### config.mk
export PLATFORM = sky130hd
export DESIGN_NAME = vpc_core
export DESIGN_NICKNAME = d
export VERILOG_FILES = /design/src/hw/vpc_pkg.sv /design/src/hw/vpc_core.sv
export SDC_FILE = /design/constraint.sdc
export NUM_CORES = 1
export LEC_CHECK = 0
export BUFFER_PORTS_ARGS = -buffer_cell sky130_fd_sc_hd__buf_4
export CAP_MARGIN = 20
export CORE_MARGIN = 2
export CORE_UTILIZATION = 62
export DETAILED_ROUTE_END_ITERATION = 8
export GPL_ROUTABILITY_DRIVEN = 0
export GPL_TIMING_DRIVEN = 1
export PLACE_DENSITY = 0.85
export SLEW_MARGIN = 20
export SYNTH_ARGS = -nofsm -noshare
export SYNTH_HDL_FRONTEND = slang
export SYNTH_SLANG_ARGS = --single-unit
export TNS_END_PERCENT = 100
### constraint.sdc
create_clock -name CLK -period 16.5 [get_ports CLK]
set_input_delay 0.825 -clock CLK [delete_from_list [all_inputs] [get_ports CLK]]
set_output_delay 0.825 -clock CLK [all_outputs]
set_load 0.02 [all_outputs]
### src/hw/vpc_pkg.sv
// Package with register map, field layout, reset values and timing constants of the chopper.
package vpc_pkg;

    // ****************************************************************
    // Register byte addresses
    // ****************************************************************
    localparam logic [7:0] VPC_ADDR_GLOBAL = 8'h00;
    localparam logic [7:0] VPC_ADDR_CHOP   = 8'h04;
    localparam logic [7:0] VPC_ADDR_PWM    = 8'h08;
    localparam logic [7:0] VPC_ADDR_LIMIT  = 8'h0C;
    localparam logic [7:0] VPC_ADDR_HOLD   = 8'h10;
    localparam logic [7:0] VPC_ADDR_STATUS = 8'h14;

    // ****************************************************************
    // Field positions
    // ****************************************************************
    localparam int VPC_POS_EN       = 0;
    localparam int VPC_POS_OFF_TIME_SETTING     = 0;
    localparam int VPC_POS_BLANK    = 4;
    localparam int VPC_POS_AMPL     = 0;
    localparam int VPC_POS_GRAD     = 8;
    localparam int VPC_POS_FREQ     = 16;
    localparam int VPC_POS_AUTO     = 18;
    localparam int VPC_POS_SYMM     = 19;
    localparam int VPC_POS_SSOPT    = 20;
    localparam int VPC_POS_STANDSTILL_CURRENT    = 0;
    localparam int VPC_POS_IRUN     = 8;
    localparam int VPC_POS_HDELAY   = 16;
    localparam int VPC_POS_PDDELAY  = 24;
    localparam int VPC_POS_SCALE    = 0;
    localparam int VPC_POS_VMODE    = 8;
    localparam int VPC_POS_HELD     = 9;
    localparam int VPC_POS_DRVEN    = 10;

    // ****************************************************************
    // Reset values
    // ****************************************************************
    localparam logic [3:0]  VPC_RST_OFF_TIME_SETTING   = 4'h0;
    localparam logic [1:0]  VPC_RST_BLANK  = 2'h0;
    localparam logic [7:0]  VPC_RST_AMPL   = 8'h80;
    localparam logic [7:0]  VPC_RST_GRAD   = 8'h00;
    localparam logic [1:0]  VPC_RST_FREQ   = 2'h1;
    localparam logic [4:0]  VPC_RST_IRUN   = 5'h1F;
    localparam logic [4:0]  VPC_RST_STANDSTILL_CURRENT  = 5'h08;
    localparam logic [19:0] VPC_RST_LIMIT  = 20'h00000;

    // ****************************************************************
    // Timing: chopper periods in clocks and the standstill delay unit
    // ****************************************************************
    localparam logic [9:0]  VPC_PER_0      = 10'h200;
    localparam logic [9:0]  VPC_PER_1      = 10'h156;
    localparam logic [9:0]  VPC_PER_2      = 10'h100;
    localparam logic [9:0]  VPC_PER_3      = 10'h0CD;
    localparam int unsigned VPC_TICK_DEF   = 262144;
    localparam int          VPC_TICK_W     = 20;

    typedef enum logic [1:0] {
        VPC_RUN  = 2'b00,
        VPC_WAIT = 2'b01,
        VPC_RAMP = 2'b10,
        VPC_HELD = 2'b11
    } vpc_phase_e;

endpackage

### src/hw/vpc_core.sv
// Voltage-mode PWM chopper with standstill handling and a plain register port.
//
// Implementation choices: the register addresses and the address-and-strobe port.
`timescale 1ns/100ps
// Functional notes
// Standstill options apply only when the standstill current setting is zero.
// Option takes effect after powerdown delay and hold ramp delay have elapsed.
// Amplitude regulation freezes while target motor current is zero.
// A 20-bit microstep interval threshold bounds voltage PWM velocity.
// Enable bit cleared means voltage PWM chopping is never used.
// A bit selects automatic regulated or forward velocity based amplitude.
// PWM frequency is the clock divided by a selectable divider.
// Gain is velocity factor forward, regulation loop gradient in automatic.
// Offset is base amplitude forward, re-entry amplitude limit in automatic.
// Option bit forces a symmetric PWM pattern updated once each cycle.
// Option field: standstill_option, mode 2 low-side short, mode 3 high-side short.
// Actual amplitude scaling is readable for load and stall detection.
// Off-time zero disables driver; 1 to 15 enable it, value otherwise unused.
// Blank-time field selects the current comparator blanking time.
// Forward amplitude is offset plus gain times 256 times fstep over fclk.
// Leaving voltage mode keeps the regulation value as restart point.
// Zero threshold keeps voltage PWM mode at every velocity.
// Voltage mode runs when enabled and interval not below threshold.
module vpc_core
    import vpc_pkg::*;
#(
    parameter int unsigned TICK_CYCLES = VPC_TICK_DEF
) (
    input  wire logic        CLK,
    input  wire logic        RST_N,
    input  wire logic [7:0]  ADDR,
    input  wire logic [31:0] WDATA,
    input  wire logic        WR,
    input  wire logic        RD,
    output logic      [31:0] RDATA,
    input  wire logic [19:0] MICROSTEP_INTERVAL,
    input  wire logic        STANDSTILL,
    input  wire logic        COIL_I_LOW,
    input  wire logic        COIL_I_HIGH,
    output logic             PWM_OUT,
    output logic             VOLTAGE_MODE,
    output logic      [1:0]  BRIDGE_MODE,
    output logic             DRIVER_EN,
    output logic      [1:0]  BLANK_SEL,
    output logic      [4:0]  TARGET_CURRENT,
    output logic      [7:0]  PWM_SCALE
);

    // ****************************************************************
    // State
    // ****************************************************************
    typedef struct packed {
        logic                  en;
        logic [3:0]            off_time_setting;
        logic [1:0]            blank;
        logic [7:0]            ampl;
        logic [7:0]            grad;
        logic [1:0]            freq;
        logic                  autoscale;
        logic                  symm;
        logic [1:0]            ssopt;
        logic [19:0]           limit;
        logic [4:0]            standstill_current;
        logic [4:0]            irun;
        logic [3:0]            hdelay;
        logic [7:0]            pddelay;
        logic [31:0]           rdata;
        logic                  lo_s1;
        logic                  lo_s2;
        logic                  hi_s1;
        logic                  hi_s2;
        logic [VPC_TICK_W-1:0] tick_cnt;
        logic                  tick;
        vpc_phase_e            phase;
        logic [7:0]            phase_cnt;
        logic [4:0]            cur;
        logic [9:0]            pwm_cnt;
        logic [9:0]            duty;
        logic                  pwm_out;
        logic [7:0]            scale;
        logic                  vmode;
        logic [1:0]            bridge;
        logic                  drv_en;
        logic [1:0]            blank_out;
        logic [4:0]            div_cnt;
        logic [20:0]           div_rem;
        logic [15:0]           div_quo;
        logic [19:0]           div_den;
        logic [7:0]            fwd_amp;
    } vpc_state_s;

    localparam logic [VPC_TICK_W-1:0] TICK_LAST = VPC_TICK_W'(TICK_CYCLES - 1);

    vpc_state_s s_q;
    vpc_state_s s_d;

    logic [9:0]  period;
    logic [17:0] duty_full;
    logic [8:0]  amp_sum;
    logic [8:0]  reg_up;
    logic [20:0] rem_sh;
    logic        wrap;
    logic        half;
    logic        freeze;
    logic        vmode_now;
    logic [9:0]  lead;

    always_comb begin
        s_d = s_q;
        period = VPC_PER_0;
        duty_full = 18'h00000;
        amp_sum = 9'h000;
        reg_up = 9'h000;
        rem_sh = 21'h000000;
        lead = 10'h000;

        // ************************************************************
        // Register port
        // ************************************************************
        if (WR) begin
            case (ADDR)
                VPC_ADDR_GLOBAL: begin
                    s_d.en = WDATA[VPC_POS_EN];
                end
                VPC_ADDR_CHOP: begin
                    s_d.off_time_setting  = WDATA[VPC_POS_OFF_TIME_SETTING +: 4];
                    s_d.blank = WDATA[VPC_POS_BLANK +: 2];
                end
                VPC_ADDR_PWM: begin
                    s_d.ampl      = WDATA[VPC_POS_AMPL +: 8];
                    s_d.grad      = WDATA[VPC_POS_GRAD +: 8];
                    s_d.freq      = WDATA[VPC_POS_FREQ +: 2];
                    s_d.autoscale = WDATA[VPC_POS_AUTO];
                    s_d.symm      = WDATA[VPC_POS_SYMM];
                    s_d.ssopt     = WDATA[VPC_POS_SSOPT +: 2];
                end
                VPC_ADDR_LIMIT: begin
                    s_d.limit = WDATA[19:0];
                end
                VPC_ADDR_HOLD: begin
                    s_d.standstill_current   = WDATA[VPC_POS_STANDSTILL_CURRENT +: 5];
                    s_d.irun    = WDATA[VPC_POS_IRUN +: 5];
                    s_d.hdelay  = WDATA[VPC_POS_HDELAY +: 4];
                    s_d.pddelay = WDATA[VPC_POS_PDDELAY +: 8];
                end
                default: begin
                end
            endcase
        end

        // Read data is valid only in the cycle after the strobe.
        s_d.rdata = 32'h00000000;
        if (RD) begin
            case (ADDR)
                VPC_ADDR_GLOBAL: s_d.rdata[VPC_POS_EN] = s_q.en;
                VPC_ADDR_CHOP: begin
                    s_d.rdata[VPC_POS_OFF_TIME_SETTING +: 4]  = s_q.off_time_setting;
                    s_d.rdata[VPC_POS_BLANK +: 2] = s_q.blank;
                end
                VPC_ADDR_PWM: begin
                    s_d.rdata[VPC_POS_AMPL +: 8]  = s_q.ampl;
                    s_d.rdata[VPC_POS_GRAD +: 8]  = s_q.grad;
                    s_d.rdata[VPC_POS_FREQ +: 2]  = s_q.freq;
                    s_d.rdata[VPC_POS_AUTO]       = s_q.autoscale;
                    s_d.rdata[VPC_POS_SYMM]       = s_q.symm;
                    s_d.rdata[VPC_POS_SSOPT +: 2] = s_q.ssopt;
                end
                VPC_ADDR_LIMIT: s_d.rdata[19:0] = s_q.limit;
                VPC_ADDR_HOLD: begin
                    s_d.rdata[VPC_POS_STANDSTILL_CURRENT +: 5]   = s_q.standstill_current;
                    s_d.rdata[VPC_POS_IRUN +: 5]    = s_q.irun;
                    s_d.rdata[VPC_POS_HDELAY +: 4]  = s_q.hdelay;
                    s_d.rdata[VPC_POS_PDDELAY +: 8] = s_q.pddelay;
                end
                VPC_ADDR_STATUS: begin
                    s_d.rdata[VPC_POS_SCALE +: 8] = s_q.scale;
                    s_d.rdata[VPC_POS_VMODE]      = s_q.vmode;
                    s_d.rdata[VPC_POS_HELD]       = (s_q.phase == VPC_HELD);
                    s_d.rdata[VPC_POS_DRVEN]      = s_q.drv_en;
                end
                default: begin
                end
            endcase
        end

        // Comparator flags come from the analog side and are resynchronised.
        s_d.lo_s1 = COIL_I_LOW;
        s_d.lo_s2 = s_q.lo_s1;
        s_d.hi_s1 = COIL_I_HIGH;
        s_d.hi_s2 = s_q.hi_s1;

        // ************************************************************
        // Standstill sequencing
        // ************************************************************
        s_d.tick = 1'b0;
        if (s_q.tick_cnt >= TICK_LAST) begin
            s_d.tick_cnt = '0;
            s_d.tick = 1'b1;
        end else begin
            s_d.tick_cnt = s_q.tick_cnt + VPC_TICK_W'(1);
        end

        case (s_q.phase)
            VPC_RUN: begin
                s_d.cur = s_q.irun;
                s_d.phase_cnt = 8'h00;
                if (STANDSTILL) begin
                    s_d.phase = VPC_WAIT;
                end
            end
            VPC_WAIT: begin
                if (!STANDSTILL) begin
                    s_d.phase = VPC_RUN;
                end else if (s_q.phase_cnt >= s_q.pddelay) begin
                    s_d.phase = VPC_RAMP;
                    s_d.phase_cnt = 8'h00;
                end else if (s_q.tick) begin
                    s_d.phase_cnt = s_q.phase_cnt + 8'h01;
                end
            end
            VPC_RAMP: begin
                if (!STANDSTILL) begin
                    s_d.phase = VPC_RUN;
                end else if (s_q.cur <= s_q.standstill_current) begin
                    s_d.cur = s_q.standstill_current;
                    s_d.phase = VPC_HELD;
                end else if (s_q.hdelay == 4'h0) begin
                    s_d.cur = s_q.standstill_current;
                end else if (s_q.tick) begin
                    if (s_q.phase_cnt >= {4'h0, s_q.hdelay} - 8'h01) begin
                        s_d.phase_cnt = 8'h00;
                        s_d.cur = s_q.cur - 5'h01;
                    end else begin
                        s_d.phase_cnt = s_q.phase_cnt + 8'h01;
                    end
                end
            end
            VPC_HELD: begin
                s_d.cur = s_q.standstill_current;
                if (!STANDSTILL) begin
                    s_d.phase = VPC_RUN;
                end
            end
            default: begin
                s_d.phase = VPC_RUN;
            end
        endcase

        // ************************************************************
        // Mode selection and driver controls
        // ************************************************************
        vmode_now = s_q.en && ((s_q.limit == 20'h00000)
                    || (MICROSTEP_INTERVAL >= s_q.limit));
        s_d.vmode = vmode_now;
        s_d.drv_en = (s_q.off_time_setting != 4'h0);
        s_d.blank_out = s_q.blank;
        s_d.bridge = 2'h0;
        if (s_q.vmode && (s_q.standstill_current == 5'h00) && (s_q.phase == VPC_HELD)) begin
            s_d.bridge = s_q.ssopt;
        end

        // ************************************************************
        // Forward amplitude: gain * 256 / interval, serially divided
        // ************************************************************
        if (s_q.div_cnt == 5'h00) begin
            s_d.div_rem = 21'h000000;
            s_d.div_quo = {s_q.grad, 8'h00};
            s_d.div_den = MICROSTEP_INTERVAL;
            s_d.div_cnt = 5'h10;
        end else begin
            rem_sh = {s_q.div_rem[19:0], s_q.div_quo[15]};
            s_d.div_quo = {s_q.div_quo[14:0], 1'b0};
            if (rem_sh >= {1'b0, s_q.div_den}) begin
                rem_sh = rem_sh - {1'b0, s_q.div_den};
                s_d.div_quo[0] = 1'b1;
            end
            s_d.div_rem = rem_sh;
            s_d.div_cnt = s_q.div_cnt - 5'h01;
            if (s_q.div_cnt == 5'h01) begin
                // A zero interval means no motion, so only the offset remains.
                if (s_q.div_den == 20'h00000) begin
                    amp_sum = {1'b0, s_q.ampl};
                end else if (s_d.div_quo[15:8] != 8'h00) begin
                    amp_sum = 9'h1FF;
                end else begin
                    amp_sum = {1'b0, s_q.ampl} + {1'b0, s_d.div_quo[7:0]};
                end
                s_d.fwd_amp = amp_sum[8] ? 8'hFF : amp_sum[7:0];
            end
        end

        // ************************************************************
        // PWM carrier and amplitude
        // ************************************************************
        case (s_q.freq)
            2'h0: period = VPC_PER_0;
            2'h1: period = VPC_PER_1;
            2'h2: period = VPC_PER_2;
            default: period = VPC_PER_3;
        endcase
        wrap = (s_q.pwm_cnt >= period - 10'h001);
        half = (s_q.pwm_cnt == {1'b0, period[9:1]} - 10'h001);
        s_d.pwm_cnt = wrap ? 10'h000 : s_q.pwm_cnt + 10'h001;

        freeze = (s_q.cur == 5'h00);
        if (vmode_now && !s_q.vmode && s_q.autoscale && (s_q.scale > s_q.ampl)) begin
            s_d.scale = s_q.ampl;
        end else if (s_q.vmode && !s_q.autoscale) begin
            s_d.scale = s_q.fwd_amp;
        end else if (s_q.vmode && wrap && !freeze) begin
            if (s_q.lo_s2) begin
                reg_up = {1'b0, s_q.scale}
                         + ((s_q.grad == 8'h00) ? 9'h001 : {1'b0, s_q.grad});
                s_d.scale = reg_up[8] ? 8'hFF : reg_up[7:0];
            end else if (s_q.hi_s2 && (s_q.scale != 8'h00)) begin
                s_d.scale = s_q.scale - 8'h01;
            end
        end

        // Symmetric mode trades response time for a pattern centred in each cycle.
        if (wrap || (half && !s_q.symm)) begin
            duty_full = 18'(s_q.scale * period);
            s_d.duty = duty_full[17:8];
        end
        lead = (period - s_q.duty) >> 1;
        if (!s_q.vmode || !s_q.drv_en) begin
            s_d.pwm_out = 1'b0;
        end else if (s_q.symm) begin
            s_d.pwm_out = (s_q.pwm_cnt >= lead) && (s_q.pwm_cnt < lead + s_q.duty);
        end else begin
            s_d.pwm_out = (s_q.pwm_cnt < s_q.duty);
        end
    end

    always_ff @(posedge CLK or negedge RST_N) begin
        if (!RST_N) begin
            s_q <= '0;
            s_q.off_time_setting <= VPC_RST_OFF_TIME_SETTING;
            s_q.blank <= VPC_RST_BLANK;
            s_q.ampl <= VPC_RST_AMPL;
            s_q.grad <= VPC_RST_GRAD;
            s_q.freq <= VPC_RST_FREQ;
            s_q.irun <= VPC_RST_IRUN;
            s_q.standstill_current <= VPC_RST_STANDSTILL_CURRENT;
            s_q.limit <= VPC_RST_LIMIT;
            s_q.phase <= VPC_RUN;
        end else begin
            s_q <= s_d;
        end
    end

    assign RDATA = s_q.rdata;
    assign PWM_OUT = s_q.pwm_out;
    assign VOLTAGE_MODE = s_q.vmode;
    assign BRIDGE_MODE = s_q.bridge;
    assign DRIVER_EN = s_q.drv_en;
    assign BLANK_SEL = s_q.blank_out;
    assign TARGET_CURRENT = s_q.cur;
    assign PWM_SCALE = s_q.scale;

endmodule // vpc_core

==> flow_summary_export.csv <==
group,metric,value,unit
outcome,status,"completed",
floorplanning,start_util,0.6289,
synth,synth-seq-cells,245,
setup_path,crit_arrival,6.56,ns
grt,grt_max_degree,110,
floorplanning,die_w,171.9,µm
placed_design,hpwl,31870,µm
hold_path,hold_path.class,"primary input to async pin",
cts,holdBufCountCts,0,
grt,grt_pass1_wl,68620,µm
cts,clk_latency,0.54,ns
grt,grt_use_total,0.2929,
grt,grt_pass1_vias,13924,
cts,clock_path_buffers,3,
cts,htreeDepth,1,
synth,syn_inst,1856,
route,drt_iter0_drc,1326,
cts,numCtsBuffers,26,
route,first_pass_iters,6,
setup_path,endpoint_kind,"flip-flop",
synth,synth-simple-area-share,0.1425,
sta,tightest_slew,1.019,ns
route,viasPerCell,6.051,
setup_path,worstPathMaxFanout,18,
flow_run,drv_cap,0,
grt,grt_overflow_total,0,
route,wirelength,42780,µm
route,dr_total_vias,13868,
synth,synth_area,17470,µm²
placed_design,dp_cells,2244,
cts,clock-sinks,245,
power_and_ir_drop,powerDensity,129.9,nW/µm²
floorplanning,die_y,171.9,µm
layout,areaGrowthSynthToFinish,9.640,%
cts,cts.clk_slew.worst_paths,0.06,ns
synth,yosysSeqAreaShare,0.3515,
power_and_ir_drop,p_total,2.489,mW
route,drc,0,
sta,setup_tns,0,ns
layout,final_cells,2292,
route,wire_per_inst,18.67,µm
synth,yosysTopAreaCellShare,0.3395,
sta,setup_violations,0,
power_and_ir_drop,p_leak,9.713,nW
setup_path,cp.required,16.93,ns
synth,synth_common_cells,"dfrtp_1, ha_1, inv_1",
synth,synthXorXnorAreaFrac,0.04712,
sta,fin_crit_sh,0.3715,
synth,avgSynthCellArea,9.413,µm²
setup_path,path_class,"flip-flop to flip-flop",
route,ant_nets,0,
synth,synth_compound_area_frac,0.1348,
synth,synthMuxAreaShare,0.05457,
sta,rsz0062_at_grt,"no",
sta,fin_crit,6.130,ns
synth,synth_area_leader_cell,"dfrtp_1",
floorplanning,die-area,29540,µm²
sta,slew_headroom,0.3191,
synth,synth_top_cells_by_area,"dfrtp_1, ha_1, fa_1, inv_1, nand2_1",
grt,antenna_found_initial,0,
sta,final_hold_viol_count,0,
synth,synthFlopType,"dfrtp_1",
sta,skew,0.01351,ns
placed_design,portBuffers,114,
sta,whs,0.3261,ns
layout,final_nets,2201,
power_and_ir_drop,peakVddDrop,0.1075,mV
layout,drive_gt1_frac,0.1275,
cts,tritoncts,"built",
setup_path,cp-start-kind,"flip-flop",
synth,synth_top_family_by_area,"adder cells",
synth,yosysMostFrequentCell,"dfrtp_1",
floorplanning,rows,61,
cts,root_buffer,"clkbuf_16",
cts,cts_resized,0,
floorplanning,core,27780,µm²
layout,antenna_cells,0,
synth,synth-edff-count,0,
synth,synth-adder-area-share,0.1904,
floorplanning,io_pins,119,
sta,fmax,163.1,MHz
synth,ys.warnings.count,0,
synth,synthArstFlopShare,1.000,
sta,final_max_slew_viol_count,0,
cts,postCtsSetupBuffers,0,
synth,synth_cell_type_count,81,
layout,postLayoutCoreUtil,0.6895,
## cell usage in the layout (no fill, tap or decap), types with 11 or more instances in the layout
master,synthesis,routed
o21a_1,11,11
o21ai_0,125,125
a21o_1,43,43
mux2i_1,39,39
and2_1,32,32
nor2b_1,31,31
ha_1,197,197
fa_1,43,43
nor3_1,23,22
xnor2_1,54,54
a21oi_1,72,72
inv_1,195,195
clkbuf_16,0,27
and3_1,29,28
buf_4,49,120
nand3_1,33,33
nand2_1,169,169
nand4_1,12,12
dfrtp_1,237,237
nand2b_1,15,15
xor2_1,40,40
mux2_2,48,48
o22ai_1,18,18
nor4_1,16,16
nor2_1,112,110
## per-stage QoR
stage                     setup WS (ns)  cell area [µm²]
final                             10.37            19150
after global routing              10.02            19150
after CTS                         10.41            19150
after detailed placement          10.41            18240
after global placement            10.50            18240
after floorplan                   11.16            17480
## worst paths after layout
check | start | endpoint | slack [ns] | cells past startpoint
setup / recovery | s_q[223] | s_q[94] | 10.37 | 19
hold / removal | RST_N | s_q[95] | 0.33 | 1
setup reg to reg | s_q[223] | s_q[94] | 10.37 | 19
hold reg to reg | s_d[141] | s_q[141] | 0.35 | 0
max in group asynchronous | RST_N | s_q[102] | 14.62 | 2
min in group CLK | s_d[141] | s_q[141] | 0.35 | 0
## cells by family after synthesis
group,after synthesis
adder cells (fa/ha/maj),240
other,1
XOR/XNOR,94
multiplexers,89
buffers and inverters,309
AND/OR/NAND/NOR,510
AO/OA/AOI/OAI,368
flip-flops,245
## cell type report
| class | count | area [µm²] |
|---|---|---|
| multi-input combinational | 1305 | 9978 |
| clock inverter | 11 | 161.4 |
| inverter | 195 | 732.0 |
| fill | 2071 | 8627 |
| timing repair buffer | 121 | 915.9 |
| clock buffer | 37 | 753.2 |
| tap | 378 | 473.0 |
| sequential | 245 | 6141 |
## critical path: stages, from the launching register on
cell and delay [ns]:
dfstp_2 0.83, ha_1 0.53, and2_1 0.22, inv_1 0.06, fa_1 0.53, inv_1 0.05, fa_1 0.53, inv_1 0.06
fa_1 0.53, inv_1 0.05, fa_1 0.48, ha_1 0.37, a21o_1 0.19, nor4_1 0.22, o21ai_1 0.18, a221oi_1 0.47
o21ai_1 0.15, nor2_1 0.21, nor2_1 0.08, a311oi_1 0.25
## state kept, by name (all words and copies together) (netlist names)
name and flops:
DRIVER_EN 1, BLANK_SEL 2, RDATA 30, PWM_OUT 1
TARGET_CURRENT 5, PWM_SCALE 8, VOLTAGE_MODE 1, s_d 4
s_q 191, BRIDGE_MODE 2
## layer usage
layer,track usage,share of wire
met1,0.3771,0.41
met2,0.5020,0.48
met3,0.05081,0.077
met4,0.09938,0.034
met5,0,0
## power breakdown
group | switching (mW) | internal, mW | total [mW]
combinational | 0.645 | 0.522 | 1.17
sequential | 0.0533 | 0.647 | 0.700
clock | 0.242 | 0.380 | 0.622
Power figures use the tool's default switching activity.
